==> src/rtl/rtia_consts.svh <==
// Offsets, field positions, reset values and timing counts of the interrupt/alarm block
`ifndef RTIA_CONSTS_SVH
`define RTIA_CONSTS_SVH

// Register offsets on the local register port
`define RTIA_OFF_CTRL_A      4'h0
`define RTIA_OFF_CTRL_B      4'h1
`define RTIA_OFF_FLAGS       4'h2
`define RTIA_OFF_SEC         4'h3
`define RTIA_OFF_ALM_SEC     4'h4
`define RTIA_OFF_MIN         4'h5
`define RTIA_OFF_ALM_MIN     4'h6
`define RTIA_OFF_HOUR        4'h7
`define RTIA_OFF_ALM_HOUR    4'h8

// Control A fields
`define RTIA_A_UIP           7
// Control B fields
`define RTIA_B_FREEZE        7
`define RTIA_B_PER_EN        6
`define RTIA_B_ALM_EN        5
`define RTIA_B_UPD_EN        4
// Flag register fields
`define RTIA_F_SUMMARY       7
`define RTIA_F_PERIODIC      6
`define RTIA_F_ALARM         5
`define RTIA_F_UPDATE        4

// Reset values
`define RTIA_RST_CTRL_A      8'h00
`define RTIA_RST_CTRL_B      8'h00
`define RTIA_RST_ALARM       8'h00

// Timing
`define RTIA_CLK_HZ          50000000
`define RTIA_REF_HZ          32768
`define RTIA_PRESCALE        (`RTIA_CLK_HZ / `RTIA_REF_HZ)
`define RTIA_PRE_UPDATE_NS   244000
`define RTIA_UPDATE_NS       1000
`define RTIA_PRE_UPDATE_CYC  ((`RTIA_PRE_UPDATE_NS * (`RTIA_CLK_HZ / 1000000)) / 1000)
`define RTIA_UPDATE_CYC      ((`RTIA_UPDATE_NS * (`RTIA_CLK_HZ / 1000000)) / 1000)

`endif

==> src/rtl/rtia_pkg.sv <==
// Types shared by the interrupt/alarm block
package rtia_pkg;

    typedef enum logic [2:0]
    {
        RTIA_SEQ_IDLE = 3'b001,
        RTIA_SEQ_PRE  = 3'b010,
        RTIA_SEQ_UPD  = 3'b100
    } rtia_seq_state_t;

endpackage : rtia_pkg

==> src/rtl/rtia_divider.sv <==
// Reference tick prescaler, 15-stage divider chain and periodic tap selector
`include "rtia_consts.svh"

module rtia_divider #(
    parameter int PRESCALE = `RTIA_PRESCALE
) (
    input  wire logic       clk_sys_i,
    input  wire logic       rstn_i,
    input  wire logic [3:0] rate_select_i,
    output logic            periodic_ev_o,
    output logic            second_tick_o
);

    logic [15:0] pre_cnt;
    logic        ref_tick;
    logic [14:0] chain;

    // Codes 1 and 2 repeat the taps of codes 8 and 9
    function automatic logic [14:0] rtia_tap_mask(input logic [3:0] rs);
        logic [3:0] len;
        len = (rs == 4'h1) ? 4'h7 : (rs == 4'h2) ? 4'h8 : rs - 4'h1;
        rtia_tap_mask = 15'((16'h1 << len) - 16'h1);
    endfunction : rtia_tap_mask

    always_ff @(posedge clk_sys_i or negedge rstn_i)
    begin
        if (!rstn_i)
        begin
            pre_cnt  <= 16'h0;
            ref_tick <= 1'b0;
        end
        else
        begin
            ref_tick <= (pre_cnt == 16'(PRESCALE - 1));
            pre_cnt  <= (pre_cnt == 16'(PRESCALE - 1)) ? 16'h0 : pre_cnt + 16'h1;
        end
    end

    always_ff @(posedge clk_sys_i or negedge rstn_i)
    begin
        if (!rstn_i)
        begin
            chain         <= 15'h0;
            periodic_ev_o <= 1'b0;
            second_tick_o <= 1'b0;
        end
        else
        begin
            if (ref_tick)
                chain <= chain + 15'h1;
            periodic_ev_o <= ref_tick && (rate_select_i != 4'h0) &&
                             ((chain & rtia_tap_mask(rate_select_i)) ==
                              rtia_tap_mask(rate_select_i));
            second_tick_o <= ref_tick && (chain == 15'h7fff);
        end
    end

endmodule : rtia_divider

==> src/rtl/rtia_alarm_cmp.sv <==
// Alarm byte comparator with don't-care codes
module rtia_alarm_cmp (
    input  wire logic       clk_sys_i,
    input  wire logic       rstn_i,
    input  wire logic       compare_i,
    input  wire logic [7:0] alm_sec_i,
    input  wire logic [7:0] alm_min_i,
    input  wire logic [7:0] alm_hour_i,
    input  wire logic [7:0] cur_sec_i,
    input  wire logic [7:0] cur_min_i,
    input  wire logic [7:0] cur_hour_i,
    output logic            match_o
);

    // Both top bits set means the byte matches anything
    function automatic logic rtia_byte_hit(input logic [7:0] alm, input logic [7:0] cur);
        rtia_byte_hit = (alm[7:6] == 2'b11) || (alm == cur);
    endfunction : rtia_byte_hit

    always_ff @(posedge clk_sys_i or negedge rstn_i)
    begin
        if (!rstn_i)
            match_o <= 1'b0;
        else
            match_o <= compare_i &&
                       rtia_byte_hit(alm_sec_i, cur_sec_i) &&
                       rtia_byte_hit(alm_min_i, cur_min_i) &&
                       rtia_byte_hit(alm_hour_i, cur_hour_i);
    end

    chk_alarm_wildcard: assert property (
        @(posedge clk_sys_i) disable iff (!rstn_i)
        (compare_i && alm_sec_i[7:6] == 2'b11 && alm_min_i[7:6] == 2'b11 &&
         alm_hour_i[7:6] == 2'b11) |=> match_o)
        else $error("all-wildcard alarm did not match");

endmodule : rtia_alarm_cmp

==> src/rtl/rtia_core.sv <==
// Interrupt, alarm and update-cycle logic of the clock/calendar with its register port
`include "rtia_consts.svh"

module rtia_core #(
    parameter int PRESCALE       = `RTIA_PRESCALE,
    parameter int PRE_UPDATE_CYC = `RTIA_PRE_UPDATE_CYC,
    parameter int UPDATE_CYC     = `RTIA_UPDATE_CYC
) (
    input  wire logic       clk_sys_i,
    input  wire logic       rstn_i,
    input  wire logic [3:0] addr_i,
    input  wire logic [7:0] wdata_i,
    input  wire logic       wr_i,
    input  wire logic       rd_i,
    output logic      [7:0] rdata_o,
    input  wire logic [7:0] cur_sec_i,
    input  wire logic [7:0] cur_min_i,
    input  wire logic [7:0] cur_hour_i,
    output logic            time_advance_o,
    output logic            irq_out_o,
    output logic            irq_oe_o
);

    logic [7:0]                ctrl_a;
    logic [7:0]                ctrl_b;
    logic [7:0]                alm_sec;
    logic [7:0]                alm_min;
    logic [7:0]                alm_hour;
    logic [2:0]                flags;
    logic [2:0]                held;
    logic [2:0]                events;
    logic [2:0]                enables;
    logic                      pend;
    logic                      rd_flags;
    logic                      periodic_ev;
    logic                      second_tick;
    logic                      alarm_ev;
    logic                      update_ev;
    logic                      uip;
    logic [15:0]               seq_cnt;
    rtia_pkg::rtia_seq_state_t seq_state;
    rtia_pkg::rtia_seq_state_t next_seq_state;

    wire logic [3:0] rate_select       = ctrl_a[3:0];
    wire logic       freeze            = ctrl_b[`RTIA_B_FREEZE];
    wire logic       periodic_int_enable = ctrl_b[`RTIA_B_PER_EN];
    wire logic       alarm_int_enable  = ctrl_b[`RTIA_B_ALM_EN];
    wire logic       update_int_enable = ctrl_b[`RTIA_B_UPD_EN];

    assign rd_flags = rd_i && (addr_i == `RTIA_OFF_FLAGS);

    rtia_divider #(
        .PRESCALE      (PRESCALE)
    ) u_divider (
        .clk_sys_i     (clk_sys_i),
        .rstn_i        (rstn_i),
        .rate_select_i (rate_select),
        .periodic_ev_o (periodic_ev),
        .second_tick_o (second_tick)
    );

    // Software register writes
    always_ff @(posedge clk_sys_i or negedge rstn_i)
    begin
        if (!rstn_i)
        begin
            ctrl_a   <= `RTIA_RST_CTRL_A;
            ctrl_b   <= `RTIA_RST_CTRL_B;
            alm_sec  <= `RTIA_RST_ALARM;
            alm_min  <= `RTIA_RST_ALARM;
            alm_hour <= `RTIA_RST_ALARM;
        end
        else if (wr_i)
        begin
            case (addr_i)
                `RTIA_OFF_CTRL_A:   ctrl_a   <= {1'b0, 3'b000, wdata_i[3:0]};
                `RTIA_OFF_CTRL_B:   ctrl_b   <= wdata_i;
                `RTIA_OFF_ALM_SEC:  alm_sec  <= wdata_i;
                `RTIA_OFF_ALM_MIN:  alm_min  <= wdata_i;
                `RTIA_OFF_ALM_HOUR: alm_hour <= wdata_i;
                default:            ctrl_a   <= ctrl_a;
            endcase
        end
    end

    // Update sequencer: in-progress window, then the short update transfer
    always_comb
    begin
        next_seq_state = seq_state;
        case (seq_state)
            rtia_pkg::RTIA_SEQ_IDLE:
                if (second_tick)
                    next_seq_state = rtia_pkg::RTIA_SEQ_PRE;
            rtia_pkg::RTIA_SEQ_PRE:
                if (seq_cnt == 16'(PRE_UPDATE_CYC - 1))
                    next_seq_state = rtia_pkg::RTIA_SEQ_UPD;
            rtia_pkg::RTIA_SEQ_UPD:
                if (seq_cnt == 16'(UPDATE_CYC - 1))
                    next_seq_state = rtia_pkg::RTIA_SEQ_IDLE;
            default:
                next_seq_state = rtia_pkg::RTIA_SEQ_IDLE;
        endcase
    end

    always_ff @(posedge clk_sys_i or negedge rstn_i)
    begin
        if (!rstn_i)
        begin
            seq_state <= rtia_pkg::RTIA_SEQ_IDLE;
            seq_cnt   <= 16'h0;
        end
        else
        begin
            seq_state <= next_seq_state;
            seq_cnt   <= (next_seq_state != seq_state) ? 16'h0 : seq_cnt + 16'h1;
        end
    end

    // The cycle runs every second even while frozen; the time advance and the in-progress bit are held back
    always_ff @(posedge clk_sys_i or negedge rstn_i)
    begin
        if (!rstn_i)
        begin
            time_advance_o <= 1'b0;
            update_ev      <= 1'b0;
            uip            <= 1'b0;
        end
        else
        begin
            time_advance_o <= (seq_state == rtia_pkg::RTIA_SEQ_PRE) &&
                              (next_seq_state == rtia_pkg::RTIA_SEQ_UPD) && !freeze;
            update_ev      <= (seq_state == rtia_pkg::RTIA_SEQ_UPD) &&
                              (next_seq_state == rtia_pkg::RTIA_SEQ_IDLE);
            uip            <= (next_seq_state != rtia_pkg::RTIA_SEQ_IDLE) && !freeze;
        end
    end

    // Compare at the end of the update, when the time bytes have settled
    rtia_alarm_cmp u_alarm_cmp (
        .clk_sys_i  (clk_sys_i),
        .rstn_i     (rstn_i),
        .compare_i  (update_ev),
        .alm_sec_i  (alm_sec),
        .alm_min_i  (alm_min),
        .alm_hour_i (alm_hour),
        .cur_sec_i  (cur_sec_i),
        .cur_min_i  (cur_min_i),
        .cur_hour_i (cur_hour_i),
        .match_o    (alarm_ev)
    );

    assign events  = {periodic_ev, alarm_ev, update_ev};
    assign enables = {periodic_int_enable,
                      alarm_int_enable,
                      update_int_enable && !freeze};
    assign pend    = |(flags & enables);

    // Flags never look at the enables, so polling works with all interrupts off
    always_ff @(posedge clk_sys_i or negedge rstn_i)
    begin
        if (!rstn_i)
        begin
            flags <= 3'b000;
            held  <= 3'b000;
        end
        else if (rd_flags)
        begin
            flags <= 3'b000;
            held  <= held | events;
        end
        else
        begin
            flags <= flags | events | held;
            held  <= 3'b000;
        end
    end

    // Open-drain pin: only ever pulls low, released otherwise
    always_ff @(posedge clk_sys_i or negedge rstn_i)
    begin
        if (!rstn_i)
        begin
            irq_oe_o  <= 1'b0;
            irq_out_o <= 1'b0;
        end
        else
        begin
            irq_oe_o  <= pend;
            irq_out_o <= 1'b0;
        end
    end

    // Read data stand in the cycle after the strobe only
    always_ff @(posedge clk_sys_i or negedge rstn_i)
    begin
        if (!rstn_i)
            rdata_o <= 8'h00;
        else if (!rd_i)
            rdata_o <= 8'h00;
        else
        begin
            case (addr_i)
                `RTIA_OFF_CTRL_A:   rdata_o <= {uip, 3'b000, rate_select};
                `RTIA_OFF_CTRL_B:   rdata_o <= ctrl_b;
                `RTIA_OFF_FLAGS:    rdata_o <= {irq_oe_o, flags, 4'h0};
                `RTIA_OFF_SEC:      rdata_o <= cur_sec_i;
                `RTIA_OFF_ALM_SEC:  rdata_o <= alm_sec;
                `RTIA_OFF_MIN:      rdata_o <= cur_min_i;
                `RTIA_OFF_ALM_MIN:  rdata_o <= alm_min;
                `RTIA_OFF_HOUR:     rdata_o <= cur_hour_i;
                `RTIA_OFF_ALM_HOUR: rdata_o <= alm_hour;
                default:            rdata_o <= 8'h00;
            endcase
        end
    end

    chk_flag_on_event: assert property (
        @(posedge clk_sys_i) disable iff (!rstn_i)
        (periodic_ev && !rd_flags) |=> flags[2])
        else $error("periodic event did not set its flag");

    chk_flag_no_enable: assert property (
        @(posedge clk_sys_i) disable iff (!rstn_i)
        (update_ev && !rd_flags && !update_int_enable) |=> flags[0])
        else $error("update flag not set with enable off");

    chk_read_clears: assert property (
        @(posedge clk_sys_i) disable iff (!rstn_i)
        rd_flags |=> (flags == 3'b000))
        else $error("flag read did not clear the flags");

    chk_read_snapshot: assert property (
        @(posedge clk_sys_i) disable iff (!rstn_i)
        rd_flags |=> (rdata_o[6:0] == {$past(flags), 4'h0}))
        else $error("flag read data differ from the latched flags");

    chk_held_event: assert property (
        @(posedge clk_sys_i) disable iff (!rstn_i)
        (rd_flags && periodic_ev) |=> held[2])
        else $error("event during flag read was lost");

    chk_held_release: assert property (
        @(posedge clk_sys_i) disable iff (!rstn_i)
        (held[2] && !rd_flags) |=> flags[2])
        else $error("held event not set after the flag read");

    chk_irq_follow: assert property (
        @(posedge clk_sys_i) disable iff (!rstn_i)
        1'b1 |=> (irq_oe_o == $past(pend)))
        else $error("interrupt pin does not follow flag and enable");

    chk_irq_hold: assert property (
        @(posedge clk_sys_i) disable iff (!rstn_i)
        (pend && !rd_flags) [*2] |=> irq_oe_o)
        else $error("interrupt pin dropped while a pair is set");

    chk_summary_bit: assert property (
        @(posedge clk_sys_i) disable iff (!rstn_i)
        rd_flags |=> (rdata_o[`RTIA_F_SUMMARY] == $past(irq_oe_o)))
        else $error("summary bit differs from the pin state");

    chk_irq_release: assert property (
        @(posedge clk_sys_i) disable iff (!rstn_i)
        rd_flags |=> ##1 !irq_oe_o)
        else $error("interrupt pin not released after flag read");

    chk_periodic_off: assert property (
        @(posedge clk_sys_i) disable iff (!rstn_i)
        (rate_select == 4'h0 && $past(rate_select) == 4'h0) |-> !periodic_ev)
        else $error("periodic event with rate code zero");

    chk_update_gate: assert property (
        @(posedge clk_sys_i) disable iff (!rstn_i)
        (flags == 3'b001 && freeze) |=> !irq_oe_o)
        else $error("update interrupt raised while frozen");

    chk_pre_update: assert property (
        @(posedge clk_sys_i) disable iff (!rstn_i)
        (seq_state == rtia_pkg::RTIA_SEQ_UPD && $past(seq_state) == rtia_pkg::RTIA_SEQ_PRE)
        |-> ($past(seq_cnt) == 16'(PRE_UPDATE_CYC - 1)))
        else $error("update began before the in-progress lead");

    chk_update_len: assert property (
        @(posedge clk_sys_i) disable iff (!rstn_i)
        update_ev |-> ($past(seq_cnt) == 16'(UPDATE_CYC - 1)))
        else $error("update cycle length wrong");

    chk_late_enable: assert property (
        @(posedge clk_sys_i) disable iff (!rstn_i)
        (wr_i && addr_i == `RTIA_OFF_CTRL_B && wdata_i[`RTIA_B_PER_EN] && flags[2] && !rd_flags)
        |=> ##1 irq_oe_o)
        else $error("enabling a set flag did not raise the interrupt");

    chk_periodic_irq: assert property (
        @(posedge clk_sys_i) disable iff (!rstn_i)
        (periodic_ev && periodic_int_enable && !rd_flags &&
         !(wr_i && addr_i == `RTIA_OFF_CTRL_B)) |=> ##1 irq_oe_o)
        else $error("enabled periodic event did not raise the interrupt");

    chk_alarm_irq: assert property (
        @(posedge clk_sys_i) disable iff (!rstn_i)
        (alarm_ev && alarm_int_enable && !rd_flags &&
         !(wr_i && addr_i == `RTIA_OFF_CTRL_B)) |=> ##1 irq_oe_o)
        else $error("enabled alarm event did not raise the interrupt");

    chk_update_irq: assert property (
        @(posedge clk_sys_i) disable iff (!rstn_i)
        (update_ev && update_int_enable && !freeze && !rd_flags &&
         !(wr_i && addr_i == `RTIA_OFF_CTRL_B)) |=> ##1 irq_oe_o)
        else $error("enabled update event did not raise the interrupt");

    chk_update_flag: assert property (
        @(posedge clk_sys_i) disable iff (!rstn_i)
        (update_ev && !rd_flags) |=> flags[0])
        else $error("update end did not set its flag");

    chk_flags_low_zero: assert property (
        @(posedge clk_sys_i) disable iff (!rstn_i)
        rd_flags |=> (rdata_o[3:0] == 4'h0))
        else $error("unused flag bits read nonzero");

endmodule : rtia_core

==> config.mk <==
export PLATFORM = sky130hd
export DESIGN_NAME = rtia_core
export DESIGN_NICKNAME = d
export VERILOG_FILES = /design/src/rtl/rtia_pkg.sv /design/src/rtl/rtia_divider.sv /design/src/rtl/rtia_alarm_cmp.sv /design/src/rtl/rtia_core.sv
export VERILOG_INCLUDE_DIRS = /design/src /design/src/rtl
export SDC_FILE = /design/constraint.sdc
export NUM_CORES = 1
export LEC_CHECK = 0
export ABC_AREA = 1
export BUFFER_PORTS_ARGS = -buffer_cell sky130_fd_sc_hd__clkbuf_2
export CORE_MARGIN = 3
export CORE_UTILIZATION = 30
export DETAILED_ROUTE_END_ITERATION = 7
export SYNTH_ARGS = -nofsm -noshare
export SYNTH_HDL_FRONTEND = slang
export SYNTH_SLANG_ARGS = --single-unit
==> constraint.sdc <==
create_clock -name clk_sys_i -period 2.6 [get_ports clk_sys_i]
set_clock_uncertainty 0.05 [all_clocks]
set_input_delay 0.39 -clock clk_sys_i [delete_from_list [all_inputs] [get_ports clk_sys_i]]
set_output_delay 0.39 -clock clk_sys_i [all_outputs]
set_load 0.01 [all_outputs]
==> results.json <==
{
  "dp_hpwl_mm": 10.9,
  "cp_max_fo": 5,
  "critPathRequiredTime_ns": 2.84,
  "gr-max-usage-layer": "met2",
  "final.setup.worst_slack_ns": 0.178,
  "setup_viol": 0,
  "die_width_um": 149,
  "htreeDepth": 3,
  "fillCellCount": 2022,
  "syn_avg_cell_area_sq_um": 7.80,
  "ff2ff_path_depth": 18,
  "use_met3": 0.0280,
  "postCtsHoldBufs": 0,
  "yosys-top-cells-area": "dfrtp_1, nand2_1, inv_1",
  "insertion_delay_ns": 0.36,
  "fin_area_sq_um": 7130,
  "nets": 906,
  "cts.reportedPaths.clkPinSlew_ns": 0.08,
  "max_freq_mhz": 413,
  "p_leak_nw": 3.58,
  "netlist_area_sq_um": 6110,
  "status": "complete, but fails checks",
  "yosys.cell_types.count": 46,
  "vdd_drop_max_v": 0.000279,
  "yosys.cell_count.top_type": "nand2_1",
  "min_path_type": "input pin to async pin",
  "multi_input_area_sq_um": 2930,
  "place_ws_ns": 0.0862,
  "area_growth_pct": 16.7,
  "final_cells": 1125,
  "cts_max_path_buffers": 2,
  "final_max_slew_viol_count": 0,
  "critPathCaptureType": "flip-flop",
  "finalCritPeriodShare": 0.931,
  "drc": 0,
  "worstMarginPinSlew_ns": 0.685,
  "grt_pass1_wl_mm": 24.3,
  "cts_made_buffers": 9,
  "ys_async_sr_fraction": 1.00,
  "hold_ws_ns": -0.00387,
  "period_minus_slack_ns": 2.42,
  "drt-pass1-iter-count": 5,
  "grt-ovfl-total": 0,
  "routedWlPerCell_um": 12.9,
  "clkSinkCount": 108,
  "antenna_found_initial": 1,
  "port_buffers": 49,
  "seqCellArea_sq_um": 2700,
  "syn_inst": 783,
  "synth_seq_area_share": 0.443,
  "use_met2": 0.211,
  "yosys_warnings": 0,
  "gpl.final_weighted_congestion": 0.866,
  "clockRootBuffer": "clkbuf_16",
  "initial_core_util": 0.310,
  "maxCapViolations": 0,
  "antennaDiodeCount": 0,
  "crit_type": "flip-flop to flip-flop",
  "ys.flop_type": "dfrtp_1",
  "io_pins": 51,
  "power_density_nw_per_um2": 636,
  "avgViaCountPerCell": 4.62,
  "rows": 51,
  "met1_usage": 0.186,
  "relSlewSlack": 0.539,
  "drtIter0Drc": 361,
  "finalWirelength_mm": 14.5,
  "ys_ff_latch": 108,
  "setup.worst_path.start_class": "flip-flop",
  "grt_use_total": 0.137,
  "synth_edf_count": 0,
  "synth_common_cells": "nand2_1, inv_1, dfrtp_1",
  "synth_top_area_cell": "dfrtp_1",
  "crit_arrival_ns": 2.66,
  "violations": "negative hold slack",
  "drive_above_1_share": 0.167,
  "postPlaceCellArea_sq_um": 6730,
  "vias": 5192,
  "ant_nets": 0,
  "final_core_util": 0.362,
  "dp.cells": 1100,
  "synth_top_cell_area_share": 0.438,
  "cts_tree": "done",
  "synth_fp_nets": 833,
  "grt_max_degree": 51,
  "grt_pass1_vias": 4979,
  "die_h_um": 149,
  "fp.dieArea_sq_um": 22100,
  "finalHoldViolCount": 2,
  "core-area_sq_um": 19700
}
-- where the power goes --
part           internal (mW)  switching [mW]
clock network          0.653           0.654
logic                  0.517           0.795
registers               1.80           0.115
total                   2.97            1.56
-- final timing paths --
path	startpoint	endpoint	slack, ns
setup / recovery	ctrl_a[1]$_DFFE_PN0P_	u_divider.periodic_ev_o$_DFF_PN0_	0.18
hold / removal	rstn_i	rdata_o[6]$_DFF_PN0_	-0.004
setup reg to reg	ctrl_a[1]$_DFFE_PN0P_	u_divider.periodic_ev_o$_DFF_PN0_	0.18
hold reg to reg	u_divider.chain[5]$_DFFE_PN0P_	u_divider.chain[5]$_DFFE_PN0P_	0.42
max in group asynchronous	rstn_i	u_divider.chain[12]$_DFFE_PN0P_	1.81
min in group clk_sys_i	rd_i	rdata_o[7]$_DFF_PN0_	0.22
-- cell type report --
| cell class | count | share of cell area |
|---|---|---|
| timing repair buffer | 69 | 0.0581 |
| sequential | 108 | 0.379 |
| inverter | 128 | 0.0674 |
| clock buffer | 10 | 0.0321 |
| clock inverter | 5 | 0.00544 |
| multi-input combinational | 540 | 0.411 |
| tap | 265 | 0.0465 |
-- timing repair --
action,CTS,global route
endpoints found under the setup margin,0,1
buffers inserted,0,10
gates resized for setup,0,16
-- layout by cell type, fill, tap and decap left out, drive strengths merged, types with 6 or more instances in the layout --
cell type,count
nand2,197
o21ai,49
nor4,7
inv,128
or2,7
o22ai,6
xor2,15
dfrtp,107
a31oi,6
nor2,84
nand3,49
a21oi,20
xnor2,22
nor3,23
clkbuf,58
nand4,16
buf,21
a221oi,9
ha,10
-- registers in the layout, summed over array words and instances, names as in the netlist, 4 cells and up --
signal,cells
u_divider.pre_cnt,16
ctrl_b,8
alm_sec,8
rdata_o,8
ctrl_a,4
seq_cnt,16
alm_hour,8
u_divider.chain,15
alm_min,8
-- metal layers --
metal	vias to the layer above	share of wire	routed length, um
met5	-	0.00090	13
met4	2	0.024	350
met3	26	0.048	691
met2	96	0.46	6600
met1	2403	0.47	6820
li1	2665	-	-
-- logic make-up after synthesis --
logic type | count (synthesis) | share of synthesized area
buf+inv | 135 | 0.0854
compound gates | 99 | 0.0945
other cells | 1 | 0.000614
fa+ha+maj | 10 | 0.0205
flops | 108 | 0.443
xor+xnor | 37 | 0.0543
simple gates | 393 | 0.302
-- per-stage QoR --
step,hold slack [ns],power (mW),setup TNS [ns]
3_5_place_dp,0.413,3.12,0
5_1_grt,0.0449,4.84,-0.0176
3_3_place_gp,0.404,3.10,0
2_1_floorplan,0.0444,2.81,0
6_report,-0.00387,4.54,0
4_1_cts,0.0277,4.45,0
-- worst max-delay path, stage by stage (launching register included) --
cell	delay, ns
dfrtp_1	0.40
buf_6	0.13
ha_1	0.18
o21bai_2	0.19
nand2_2	0.09
nand2_4	0.07
nand2_4	0.09
nand2_2	0.09
ha_1	0.28
o21ai_0	0.06
a21oi_1	0.12
o21ai_1	0.08
nor2_1	0.10
nand2_1	0.06
nor2_1	0.11
nand2_1	0.06
clkinv_1	0.04
nand3_1	0.08
nor2_2	0.07
Power figures use the tool's default switching activity.
